**config.mk**
```make
export PLATFORM = sky130hd
export DESIGN_NAME = tsc_codec
export DESIGN_NICKNAME = d
export VERILOG_FILES = /design/src/include/tsc_pkg.sv /design/src/verilog/tsc_codec.sv
export VERILOG_INCLUDE_DIRS = /design/src /design/src/include
export SDC_FILE = /design/constraint.sdc
export NUM_CORES = 1
export LEC_CHECK = 0
export ABC_AREA = 1
export BUFFER_PORTS_ARGS = -buffer_cell sky130_fd_sc_hd__buf_2
export CAP_MARGIN = 20
export CORE_MARGIN = 2
export CORE_UTILIZATION = 49
export CTS_CLUSTER_DIAMETER = 50
export DETAILED_ROUTE_END_ITERATION = 8
export PLACE_DENSITY = 0.67
export SLEW_MARGIN = 10
export SYNTH_ARGS = -nofsm -noshare
export SYNTH_HDL_FRONTEND = slang
export SYNTH_SLANG_ARGS = --single-unit
```
**constraint.sdc**
```tcl
create_clock -name i_clk_sys -period 3.9 [get_ports i_clk_sys]
set_input_delay 0.585 -clock i_clk_sys [delete_from_list [all_inputs] [get_ports i_clk_sys]]
set_output_delay 0.585 -clock i_clk_sys [all_outputs]
set_load 0.01 [all_outputs]
```
**src/include/tsc_consts.svh**
```systemverilog
// Constants for the teach-in and system-condition telegram codec
`ifndef TSC_CONSTS_SVH
`define TSC_CONSTS_SVH
`define TSC_RORG_TEACH 8'hD4
`define TSC_RORG_SIGNAL 8'hD0
`define TSC_CTRL_USUAL 8'h40
`define TSC_CHAN_ALL 8'hFF
`define TSC_DIR_BIT 7
`define TSC_RESP_BIT 6
`define TSC_KIND_HI 5
`define TSC_KIND_LO 4
`define TSC_ROLE_HI 3
`define TSC_ROLE_LO 0
`define TSC_KIND_ADD 2'h0
`define TSC_KIND_DEL 2'h1
`define TSC_KIND_EITHER 2'h2
`define TSC_KIND_RSVD 2'h3
`define TSC_ROLE_REQ 4'h0
`define TSC_ROLE_RSP 4'h1
`define TSC_MID_ENERGY 8'h06
`define TSC_MID_HARVEST 8'h0D
`define TSC_MID_RADIO_OFF 8'h0E
`define TSC_MID_RADIO_ON 8'h0F
`define TSC_MID_BACKUP 8'h10
`define TSC_PCT_MAX 8'h64
`define TSC_HARVEST_MAX 8'h04
`define TSC_V1_BCAST_MAX 8'h0E
`define TSC_V1_ADDR_MAX 8'h09
`define TSC_V2_SMALL_MAX 8'h17
`define TSC_V2_LARGE_MAX 8'h2C
`define TSC_TEACH_LAST 4'h7
`define TSC_TEACH_LEN 4'h8
`define TSC_SIG_LEN_BARE 4'h2
`define TSC_SIG_LEN_DATA 4'h3
`define TSC_OFF_CMD 8'h00
`define TSC_OFF_TX_TEACH 8'h04
`define TSC_OFF_TX_PROF 8'h08
`define TSC_OFF_TX_SIG 8'h0C
`define TSC_OFF_STATUS 8'h10
`define TSC_OFF_RX_TEACH 8'h14
`define TSC_OFF_RX_PROF 8'h18
`define TSC_OFF_RX_SIG 8'h1C
`define TSC_OFF_RX_DEC 8'h20
`define TSC_OFF_SIZE_CFG 8'h24
`define TSC_OFF_SIZE_STAT 8'h28
`define TSC_FLG_TX_ERR 0
`define TSC_FLG_TEACH_OK 1
`define TSC_FLG_TEACH_BAD 2
`define TSC_FLG_SIG_OK 3
`define TSC_FLG_SIG_BAD 4
`define TSC_NFLG 5
`endif

```
**src/include/tsc_pkg.sv**
```systemverilog
// Types for the telegram codec
package tsc_pkg;
  typedef enum logic [1:0] {TSC_IDLE = 2'b01, TSC_SEND = 2'b10} tsc_tx_state_t;
endpackage : tsc_pkg

```
**src/verilog/tsc_codec.sv**
```systemverilog
// Teach-in and system-condition telegram codec with AHB-Lite registers
//
// Notes on behaviour
// - Teach-in frames start with type code 0xD4
// - Control byte: direction, response, kind, role
// - Direction 0 one-way, 1 two-way
// - Response 0 reply expected, 1 none
// - Kind 00 add, 01 delete, 10 either
// - Role 0000 request, 0001 response only
// - Control 0x40 is one-way add, no reply
// - Channel 0xFF means all domains
// - Maker code sent low byte first
// - Last three bytes give equipment profile
// - Condition frame: 0xD0, code, data
// - Energy and backup percentages 0 to 100
// - Harvester delivery enumeration 0 to 4
// - Radio off/on codes carry no data
// - Protocol one: 14 broadcast, 9 addressed
// - Protocol two: 23 or 44 bytes
// - Security bytes reduce allowed payload
// - Oversize payload must be chained
// - Plain or secure chaining by message type
//
// Added by the designer: the register offsets and the AHB-Lite interface to the registers.
`include "tsc_consts.svh"
`timescale 1ns/1ps
`default_nettype none
module tsc_codec (
  input wire logic i_clk_sys,
  input wire logic i_sys_rst,
  input wire logic i_hsel,
  input wire logic [31:0] i_haddr,
  input wire logic [1:0] i_htrans,
  input wire logic i_hwrite,
  input wire logic [2:0] i_hsize,
  input wire logic [31:0] i_hwdata,
  input wire logic i_hready,
  output logic [31:0] o_hrdata,
  output logic o_hreadyout,
  output logic o_hresp,
  input wire logic i_rx_valid,
  input wire logic [7:0] i_rx_data,
  input wire logic i_rx_last,
  output logic o_tx_valid,
  output logic [7:0] o_tx_data,
  output logic o_tx_last,
  input wire logic i_tx_ready
);
  logic wr_pend_q;
  logic [7:0] wr_addr_q;
  logic [31:0] rdata_q;
  logic [31:0] tx_teach_q;
  logic [23:0] tx_prof_q;
  logic [15:0] tx_sig_q;
  logic [31:0] size_cfg_q;
  logic [`TSC_NFLG-1:0] flg_q;
  logic [`TSC_NFLG-1:0] flg_set;
  logic [31:0] rx_teach_q;
  logic [23:0] rx_prof_q;
  logic [15:0] rx_sig_q;
  tsc_pkg::tsc_tx_state_t st_q;
  tsc_pkg::tsc_tx_state_t st_d;
  logic [63:0] tx_sh_q;
  logic [3:0] tx_cnt_q;
  logic [3:0] tx_pos_q;
  logic tx_teach_q_f;
  logic [3:0] rx_pos_q;
  logic [7:0] rx_type_q;
  logic [7:0] stg_q [1:6];

  // Bus decode; slave never stalls and always answers OKAY
  wire acc = i_hsel && i_htrans[1] && i_hready;
  wire rd_acc = acc && !i_hwrite;
  wire [7:0] ra = i_haddr[7:0];
  wire wr_cmd = wr_pend_q && (wr_addr_q == `TSC_OFF_CMD);
  wire wr_tteach = wr_pend_q && (wr_addr_q == `TSC_OFF_TX_TEACH);
  wire wr_tprof = wr_pend_q && (wr_addr_q == `TSC_OFF_TX_PROF);
  wire wr_tsig = wr_pend_q && (wr_addr_q == `TSC_OFF_TX_SIG);
  wire wr_stat = wr_pend_q && (wr_addr_q == `TSC_OFF_STATUS);
  wire wr_size = wr_pend_q && (wr_addr_q == `TSC_OFF_SIZE_CFG);

  // Received control byte split
  wire [7:0] rx_ctrl = rx_teach_q[7:0];
  wire rx_two_way = rx_ctrl[`TSC_DIR_BIT];
  wire rx_no_reply = rx_ctrl[`TSC_RESP_BIT];
  wire [1:0] rx_kind = rx_ctrl[`TSC_KIND_HI:`TSC_KIND_LO];
  wire [3:0] rx_role = rx_ctrl[`TSC_ROLE_HI:`TSC_ROLE_LO];
  wire rx_usual = !rx_two_way && rx_no_reply && (rx_kind == `TSC_KIND_ADD) && (rx_role == `TSC_ROLE_REQ);
  wire rx_all_dom = (rx_teach_q[15:8] == `TSC_CHAN_ALL);
  wire [31:0] rx_dec = {22'h0, rx_all_dom, rx_usual, rx_role, rx_kind, rx_no_reply, rx_two_way};

  // Single-frame payload limit and chaining decision
  wire [7:0] pay_len = size_cfg_q[7:0];
  wire cfg_v2 = size_cfg_q[16];
  wire cfg_addr = size_cfg_q[17];
  wire cfg_large = size_cfg_q[18];
  wire cfg_secure = size_cfg_q[19];
  wire [7:0] sec_bytes = cfg_secure ? {4'h0, size_cfg_q[27:24]} : 8'h00;
  wire [7:0] v1_max = cfg_addr ? `TSC_V1_ADDR_MAX : `TSC_V1_BCAST_MAX;
  wire [7:0] v2_max = cfg_large ? `TSC_V2_LARGE_MAX : `TSC_V2_SMALL_MAX;
  wire [7:0] base_max = cfg_v2 ? v2_max : v1_max;
  wire [7:0] avail = (base_max > sec_bytes) ? (base_max - sec_bytes) : 8'h00;
  wire chain_need = (pay_len > avail);
  wire chain_secure = chain_need && cfg_secure;
  wire chain_plain = chain_need && !cfg_secure;
  wire [31:0] size_stat = {21'h0, chain_plain, chain_secure, chain_need, avail};

  wire [31:0] rd_mux =
    (ra == `TSC_OFF_TX_TEACH) ? tx_teach_q :
    (ra == `TSC_OFF_TX_PROF) ? {8'h0, tx_prof_q} :
    (ra == `TSC_OFF_TX_SIG) ? {16'h0, tx_sig_q} :
    (ra == `TSC_OFF_STATUS) ? {26'h0, flg_q, st_q == tsc_pkg::TSC_SEND} :
    (ra == `TSC_OFF_RX_TEACH) ? rx_teach_q :
    (ra == `TSC_OFF_RX_PROF) ? {8'h0, rx_prof_q} :
    (ra == `TSC_OFF_RX_SIG) ? {16'h0, rx_sig_q} :
    (ra == `TSC_OFF_RX_DEC) ? rx_dec :
    (ra == `TSC_OFF_SIZE_CFG) ? size_cfg_q :
    (ra == `TSC_OFF_SIZE_STAT) ? size_stat : 32'h0;

  always_ff @(posedge i_clk_sys)
  begin
    if (i_sys_rst)
    begin
      wr_pend_q <= 1'b0;
      wr_addr_q <= 8'h00;
      rdata_q <= 32'h0;
    end
    else
    begin
      wr_pend_q <= acc && i_hwrite;
      wr_addr_q <= ra;
      rdata_q <= rd_acc ? rd_mux : 32'h0;
    end
  end

  assign o_hrdata = rdata_q;
  assign o_hreadyout = 1'b1;
  assign o_hresp = 1'b0;

  // Build side: reserved kind or role in the staged control byte refuses the build
  wire [7:0] tx_ctrl = tx_teach_q[7:0];
  wire tx_rsvd = (tx_ctrl[`TSC_KIND_HI:`TSC_KIND_LO] == `TSC_KIND_RSVD) ||
                 (tx_ctrl[`TSC_ROLE_HI:`TSC_ROLE_LO] > `TSC_ROLE_RSP);
  wire idle = (st_q == tsc_pkg::TSC_IDLE);
  wire go_teach = wr_cmd && i_hwdata[0] && idle;
  wire go_sig = wr_cmd && i_hwdata[1] && !i_hwdata[0] && idle;
  wire load_teach = go_teach && !tx_rsvd;
  wire sig_bare = (tx_sig_q[7:0] == `TSC_MID_RADIO_OFF) || (tx_sig_q[7:0] == `TSC_MID_RADIO_ON);
  // Byte order on the wire, lowest first: type, control, channel, maker lo, maker hi, variant, function, type
  wire [63:0] teach_img = {tx_prof_q[7:0], tx_prof_q[15:8], tx_prof_q[23:16],
                           tx_teach_q[31:24], tx_teach_q[23:16], tx_teach_q[15:8], tx_ctrl, `TSC_RORG_TEACH};
  wire [63:0] sig_img = {40'h0, tx_sig_q[15:8], tx_sig_q[7:0], `TSC_RORG_SIGNAL};
  wire tx_fire = o_tx_valid && i_tx_ready;

  always_comb
  begin
    st_d = st_q;
    case (st_q)
      tsc_pkg::TSC_IDLE:
        if (load_teach || go_sig)
          st_d = tsc_pkg::TSC_SEND;
      tsc_pkg::TSC_SEND:
        if (tx_fire && (tx_cnt_q == 4'h1))
          st_d = tsc_pkg::TSC_IDLE;
      default:
        st_d = tsc_pkg::TSC_IDLE;
    endcase
  end

  always_ff @(posedge i_clk_sys)
  begin
    if (i_sys_rst)
    begin
      st_q <= tsc_pkg::TSC_IDLE;
      tx_sh_q <= 64'h0;
      tx_cnt_q <= 4'h0;
      tx_pos_q <= 4'h0;
      tx_teach_q_f <= 1'b0;
    end
    else
    begin
      st_q <= st_d;
      if (load_teach)
      begin
        tx_sh_q <= teach_img;
        tx_cnt_q <= `TSC_TEACH_LEN;
        tx_pos_q <= 4'h0;
        tx_teach_q_f <= 1'b1;
      end
      else if (go_sig)
      begin
        tx_sh_q <= sig_img;
        tx_cnt_q <= sig_bare ? `TSC_SIG_LEN_BARE : `TSC_SIG_LEN_DATA;
        tx_pos_q <= 4'h0;
        tx_teach_q_f <= 1'b0;
      end
      else if (tx_fire)
      begin
        tx_sh_q <= {8'h00, tx_sh_q[63:8]};
        tx_cnt_q <= tx_cnt_q - 4'h1;
        tx_pos_q <= tx_pos_q + 4'h1;
      end
    end
  end

  assign o_tx_valid = (st_q == tsc_pkg::TSC_SEND);
  assign o_tx_data = tx_sh_q[7:0];
  assign o_tx_last = o_tx_valid && (tx_cnt_q == 4'h1);

  // Receive side; frames longer than 16 bytes pin the position at 15
  wire rx_first = (rx_pos_q == 4'h0);
  wire [7:0] rx_type = rx_first ? i_rx_data : rx_type_q;
  wire rx_end = i_rx_valid && i_rx_last;

  genvar gi;
  generate
    for (gi = 1; gi <= 6; gi = gi + 1)
    begin : g_stage
      always_ff @(posedge i_clk_sys)
      begin
        if (i_sys_rst)
          stg_q[gi] <= 8'h00;
        else if (i_rx_valid && (rx_pos_q == 4'(gi)))
          stg_q[gi] <= i_rx_data;
      end
    end
  endgenerate

  // Eighth teach byte is used live, so it needs no stage
  wire [7:0] r_ctrl = stg_q[1];
  wire r_rsvd = (r_ctrl[`TSC_KIND_HI:`TSC_KIND_LO] == `TSC_KIND_RSVD) ||
                (r_ctrl[`TSC_ROLE_HI:`TSC_ROLE_LO] > `TSC_ROLE_RSP);
  wire teach_end = rx_end && (rx_type == `TSC_RORG_TEACH);
  wire teach_ok = teach_end && (rx_pos_q == `TSC_TEACH_LAST) && !r_rsvd;
  wire teach_bad = teach_end && !teach_ok;
  wire [7:0] r_mid = (rx_pos_q == 4'h1) ? i_rx_data : stg_q[1];
  wire r_bare = (r_mid == `TSC_MID_RADIO_OFF) || (r_mid == `TSC_MID_RADIO_ON);
  wire r_pct = (r_mid == `TSC_MID_ENERGY) || (r_mid == `TSC_MID_BACKUP);
  wire r_range_bad = (r_pct && (i_rx_data > `TSC_PCT_MAX)) ||
                     ((r_mid == `TSC_MID_HARVEST) && (i_rx_data > `TSC_HARVEST_MAX));
  wire sig_end = rx_end && (rx_type == `TSC_RORG_SIGNAL);
  wire sig_len_ok = r_bare ? (rx_pos_q == 4'h1) : (rx_pos_q == 4'h2);
  wire sig_ok = sig_end && sig_len_ok && (r_bare || !r_range_bad);
  wire sig_bad = sig_end && !sig_ok;

  assign flg_set = {sig_bad, sig_ok, teach_bad, teach_ok, go_teach && tx_rsvd};

  always_ff @(posedge i_clk_sys)
  begin
    if (i_sys_rst)
    begin
      rx_pos_q <= 4'h0;
      rx_type_q <= 8'h00;
      flg_q <= '0;
      rx_teach_q <= 32'h0;
      rx_prof_q <= 24'h0;
      rx_sig_q <= 16'h0;
    end
    else
    begin
      if (rx_end)
        rx_pos_q <= 4'h0;
      else if (i_rx_valid && (rx_pos_q != 4'hF))
        rx_pos_q <= rx_pos_q + 4'h1;
      if (i_rx_valid && rx_first)
        rx_type_q <= i_rx_data;
      // New event wins over a same-cycle clear
      flg_q <= (flg_q & ~(wr_stat ? i_hwdata[`TSC_NFLG:1] : {`TSC_NFLG{1'b0}})) | flg_set;
      if (teach_ok)
      begin
        rx_teach_q <= {stg_q[4], stg_q[3], stg_q[2], stg_q[1]};
        rx_prof_q <= {stg_q[5], stg_q[6], i_rx_data};
      end
      if (sig_ok)
        rx_sig_q <= {r_bare ? 8'h00 : i_rx_data, r_mid};
    end
  end

  // Configuration registers written in the data phase
  always_ff @(posedge i_clk_sys)
  begin
    if (i_sys_rst)
    begin
      tx_teach_q <= {16'h0, `TSC_CHAN_ALL, `TSC_CTRL_USUAL};
      tx_prof_q <= 24'h0;
      tx_sig_q <= 16'h0;
      size_cfg_q <= 32'h0;
    end
    else
    begin
      if (wr_tteach && idle)
        tx_teach_q <= i_hwdata;
      if (wr_tprof && idle)
        tx_prof_q <= i_hwdata[23:0];
      if (wr_tsig && idle)
        tx_sig_q <= i_hwdata[15:0];
      if (wr_size)
        size_cfg_q <= {4'h0, i_hwdata[27:24], 4'h0, i_hwdata[19:16], 8'h0, i_hwdata[7:0]};
    end
  end
endmodule : tsc_codec
`default_nettype wire

```
### Word level (Yosys, flattened, before mapping)

Memory sizes are Yosys's and may differ from the RTL's. A register that Yosys moved wholly into a read port is not among the register bits.
Index checks and enable logic that the tools add are counted.
Widths: inputs -> output; s select.

* RAM bits: 48
* input port bits: 85
* logic and storage cells: 209
* register bits: 288
* memories: 1

Memory list
* stg_q: words 6, width 8, read ports 6, clocked after memory_dff 5, wr ports 6, line tsc_codec.sv:69 `logic [7:0] stg_q [1:6];`

* mux-type cells: 56
* reductions and logical operators: 75
* magnitude comparators: 6
* add/sub/neg operators: 3
* equal/unequal tests: 40
* bitwise gates (word level): 10

Operators by type and width (number)
* $mux 64: 3
* $mux 32: 5
* $mux 28: 4
* $mux 8: 10
* $eq 8x4->1 const B: 9
* $eq 8x5->1 const B: 6
* $logic_and 1x1->1: 47
* $eq 8x6->1 const B: 4
* $eq 8x3->1 const B: 3
* $eq 8x8->1 const B: 3
* $mux 1: 22
* $eq 4x3->1 const B: 4
* $mux 4: 4
* $mux 6: 2
* $mux 11: 1
* $logic_not 1->1: 9
* $eq 4x1->1 const B: 2
* $eq 4x2->1 const B: 2
* $gt 4x1->1 const B: 2
* $gt 8x3->1 const B: 1
* $gt 8x7->1 const B: 1
* $gt 8x8->1: 1
* $logic_not 4->1: 2
* $logic_not 8->1: 1
* 24 further kinds: 42

### Logic depth before layout (Yosys ltp)

* depth after elaboration: 16
* gate-level depth with buffers: 29
* gate-level depth less buffers: 28

### Least setup slack after synthesis

OpenSTA, ideal clock, no wires.

* kind: reg-to-reg
* from: reg size_cfg_q[16]
* to: reg rdata_q[8], in the netlist o_hrdata[8]
* clock period less this slack: 3.067 ns
* cell stages (with the launch flop): 25
* required time: 3.791 ns
* library setup time: 0.109 ns
* setup slack: 0.833 ns
* buffers on the path: 1
* arrival: 2.958 ns
* path through: dfxtp_1 clkbuf_1 nand2_1 nand2_1 inv_1 ha_1 nand3_1 nand2_1 nand2_1 a21boi_1 nand2_1 ha_1 nand2_1 nor2_1 nand2_1 nor2_1 nor2_1 nand2_1 nand2_1 nand2_1 nand2_1 o21ai_0 nand4_1 nand2_1 inv_1

* word-level cells in the longest chain between the ends: 14
* elaborated cells between the ends (all ways): 15
* those cells by class: add/sub (1); order compare (2); mux (12)

Ends and longest elaborated chain
* from (decl): line tsc_codec.sv:55 `logic [31:0] size_cfg_q;`
* from (signal assigned): line tsc_codec.sv:298 `size_cfg_q <= {4'h0, i_hwdata[27:24], 4'h0, i_hwdata[19:16], 8'h0, i_hwdata[7:0]};`
* $mux 6 (*): line tsc_codec.sv:101 `wire [7:0] base_max = cfg_v2 ? v2_max : v1_max;`
* $sub 6x4->7 / $gt 6x4->1 (equally long branches): line tsc_codec.sv:102 `wire [7:0] avail = (base_max > sec_bytes) ? (base_max - sec_bytes) : 8'h00;`
* $mux 8 (*): line tsc_codec.sv:102
* $gt 8x8->1 (*): line tsc_codec.sv:103 `wire chain_need = (pay_len > avail);`
* $mux 11 (*): line tsc_codec.sv:118 `` (ra == `TSC_OFF_SIZE_STAT) ? size_stat : 32'h0; ``
* $mux 28 (*): line tsc_codec.sv:117 `` (ra == `TSC_OFF_SIZE_CFG) ? size_cfg_q : ``
* $mux 28 (*): line tsc_codec.sv:116 `` (ra == `TSC_OFF_RX_DEC) ? rx_dec : ``
* $mux 28 (*): line tsc_codec.sv:115 `` (ra == `TSC_OFF_RX_SIG) ? {16'h0, rx_sig_q} : ``
* $mux 28 (*): line tsc_codec.sv:114 `` (ra == `TSC_OFF_RX_PROF) ? {8'h0, rx_prof_q} : ``
* $mux 32 (*): line tsc_codec.sv:113 `` (ra == `TSC_OFF_RX_TEACH) ? rx_teach_q : ``
* $mux 32 (*): line tsc_codec.sv:112 `` (ra == `TSC_OFF_STATUS) ? {26'h0, flg_q, st_q == tsc_pkg::TSC_SEND} : ``
* $mux 32 (*): line tsc_codec.sv:111 `` (ra == `TSC_OFF_TX_SIG) ? {16'h0, tx_sig_q} : ``
* $mux 32 (*): line tsc_codec.sv:110 `` (ra == `TSC_OFF_TX_PROF) ? {8'h0, tx_prof_q} : ``
* $mux 32 (*): line tsc_codec.sv:109 `` (ra == `TSC_OFF_TX_TEACH) ? tx_teach_q : ``
* to (signal assigned): line tsc_codec.sv:132 `rdata_q <= rd_acc ? rd_mux : 32'h0;`
* to (decl): line tsc_codec.sv:51 `logic [31:0] rdata_q;`

Mark *: on every way between the ends. The rest lies on a longest branch, timed or not.
A chain may end at the register's enable or synchronous reset.

### Final worst setup path

Same ends and word-level chain as after synthesis.

==> impl_metrics.json <==
{
  "clk_pin_slew_worst_paths_ps": 60,
  "io_pins": 129,
  "htree_levels": 2,
  "synth-seq-cells": 336,
  "grt_pass1_vias": 12200,
  "synth.top_cell.area_share_pct": 39.5,
  "final_util_pct": 56.5,
  "syn_inst": 1877,
  "synth_area_mm2": 0.0146,
  "n_antenna_cell": 0,
  "start_util_pct": 49.5,
  "grt_pass1_wl_um": 67100,
  "synth_top_family_by_area": "simple AND/OR/NAND/NOR gates",
  "worstPathCellList": "o21ai_0 > ha_1 > fa_1 > o21ai_0 > xor2_1 > nand2_1 > ha_1 > nand2_1 > nor2_1 > nand2_1 > nor2_1 > nor2_1 > nand2_1 > nand2_1 > nand2_1 > nand2_1 > o21ai_0 > nand4_1 > nand2_1 > inv_1",
  "cp_max_fo": 8,
  "maxCapViolCount": 0,
  "wl_per_cell_um": 18.3,
  "powerDensity_mw_per_mm2": 446,
  "nNetsFinal": 2042,
  "clock.fmax_mhz": 281,
  "clk_path_buf_depth": 3,
  "fin_setup_tns_ps": 0,
  "slew_headroom_pct": 32.2,
  "die_h_um": 177,
  "finClkSkew_ps": 22.6,
  "die_width_um": 177,
  "place_ws_ps": 422,
  "syn_to_final_growth_pct": 14.2,
  "status": "complete, no violations",
  "yosysWarnings": 0,
  "worstMarginPinSlew_ps": 1020,
  "leakage_nw": 7.03,
  "overflow": 0,
  "yosysUniqueCellTypes": 52,
  "port_buffers": 98,
  "rsz0062_at_grt": "no",
  "synth_area_leaders": "dfxtp_1, edfxtp_1, nand2_1",
  "async_reset_ff_share_pct": 0,
  "drv_slew": 0,
  "synth_nets": 1982,
  "critical_path_class": "reg -> reg",
  "critPathRequiredTime_ps": 4330,
  "worstSetupStartpointType": "flop",
  "viasPerCell": 5.52,
  "muxShareOfSynthArea_pct": 0,
  "drt_pass1_iterations": 6,
  "yosysTopAreaCell": "dfxtp_1",
  "synth_xor_xnor_area_share_pct": 0.240,
  "most-common-layout-cells": "nand2_1, dfxtp_1, nor2_1",
  "cts_inserted_buffers": 40,
  "die_area_mm2": 0.0312,
  "avgSynthCellArea_um2": 7.77,
  "path_buf_inv": 1,
  "synth-simple-area-share_pct": 20.5,
  "hold_violations": 0,
  "dp_hpwl_um": 30100,
  "synthFlopType": "dfxtp_1",
  "gp_congestion": 0.919,
  "antenna_found_initial": 0,
  "r2r_setup_slack_ps": 340,
  "critical-path-top-delay-family": "adder cells",
  "ant_nets": 0,
  "synth-edff-count": 48,
  "period_needed_ps": 3560,
  "finalWorstSetupSlack_ps": 341,
  "routed_wl_um": 43100,
  "crit_slowest_cell": "fa_1",
  "final_common_cell": "nand2_1",
  "finalSetupViolations": 0,
  "cp_common_cell": "nand2_1",
  "cts_resized": 0,
  "synth_compound_area_share_pct": 19.1,
  "drive_gt1_share_pct": 12.2,
  "route.detailed.drc": 0,
  "cp.arrival_ps": 3980,
  "hp-class": "in -> reg",
  "irDropWorstVdd_v": 0.000301,
  "clock-root-buffer": "clkbuf_16",
  "dr_total_vias": 13000,
  "cts_tree": "yes",
  "seq_area_frac_synth_pct": 49.4,
  "core.rowCount": 63,
  "grtUsageTotal_pct": 27.7,
  "core_area_mm2": 0.0295,
  "drtIter0Drc": 1311,
  "period_share_pct": 91.3,
  "grt_max_degree": 87,
  "cts_setup_buffers": 0,
  "synth_fa_ha_area_share_pct": 1.77,
  "hold_buffers": 0,
  "worst_setup_path_end_kind": "flop",
  "clock-sinks": 336,
  "clock_latency_ps": 530,
  "crit_path_max_incr_delay_ps": 480,
  "hold_ws_ps": 281
}
## cell usage after synthesis (11+ instances only)
cell / count
inv_1: 209
a21oi_1: 143
nand4_1: 30
nand3_1: 64
a211oi_1: 57
dfxtp_1: 288
nor3_1: 17
a22oi_1: 34
nor2_1: 245
o21ai_0: 151
a31oi_1: 15
ha_1: 19
o22ai_1: 11
o211ai_1: 19
clkbuf_1: 90
edfxtp_1: 48
nand2_1: 328
## worst paths after layout
| kind | from | endpoint | cells after the start |
|---|---|---|---|
| worst max-delay path | size_cfg_q[16] | o_hrdata[8] | 20 |
| worst max register to register | size_cfg_q[16] | o_hrdata[8] | 20 |
| worst min-delay path | i_haddr[0] | wr_addr_q[0] | 3 |
| worst min register to register | tx_sh_q[5] | tx_sh_q[5] | 2 |
## cell type report
cell class                 count  area [um^2]
multi-input combinational   1212         6110
fill                        2780        12800
inverter                     213          801
clock inverter                16          153
sequential                   336         7210
tap                          390          488
clock buffer                  53         1120
timing repair buffer         134          783
## flip-flops by register name, indices dropped and copies added (netlist names), 24 cells and up
name / count
tx_prof_q: 24
stg_q: 48
o_hrdata: 32
tx_teach_q: 32
rx_teach_q: 32
rx_prof_q: 24
tx_sh_q: 64
## power by group
| part | internal (mW) | switching (mW) |
|---|---|---|
| clock | 2.15 | 1.44 |
| combinational | 0.0758 | 0.207 |
| sequential | 3.55 | 0.0170 |
## stage by stage
stage	power [mW]	instance area, um^2	instances
after floorplan	3.81	14600	1877
after global placement	3.91	15400	2283
after detailed placement	3.92	15400	2284
after CTS	7.47	16700	2353
after global routing	7.66	16700	2354
final	7.43	16700	2354
## tightest hold or removal path, stage by stage
cell	delay [ps]
buf_2	110
inv_1	40
nor2_1	30
## routing by layer
metal	GRT usage [%]	part of all wire [%]
met5	0	0
met2	44.5	45
met3	4.93	7.5
met4	10.6	3.4
met1	37.1	44
## kinds of logic after synthesis
| family | Yosys count |
|---|---|
| and+or+nand+nor | 717 |
| AOI/OAI and AO/OA | 469 |
| DFF | 336 |
| buffers and inverters | 329 |
| adders and majority gates | 20 |
| xor gates and xnor gates | 4 |
| other | 2 |
No activity file was read; power rests on OpenSTA's default activity.
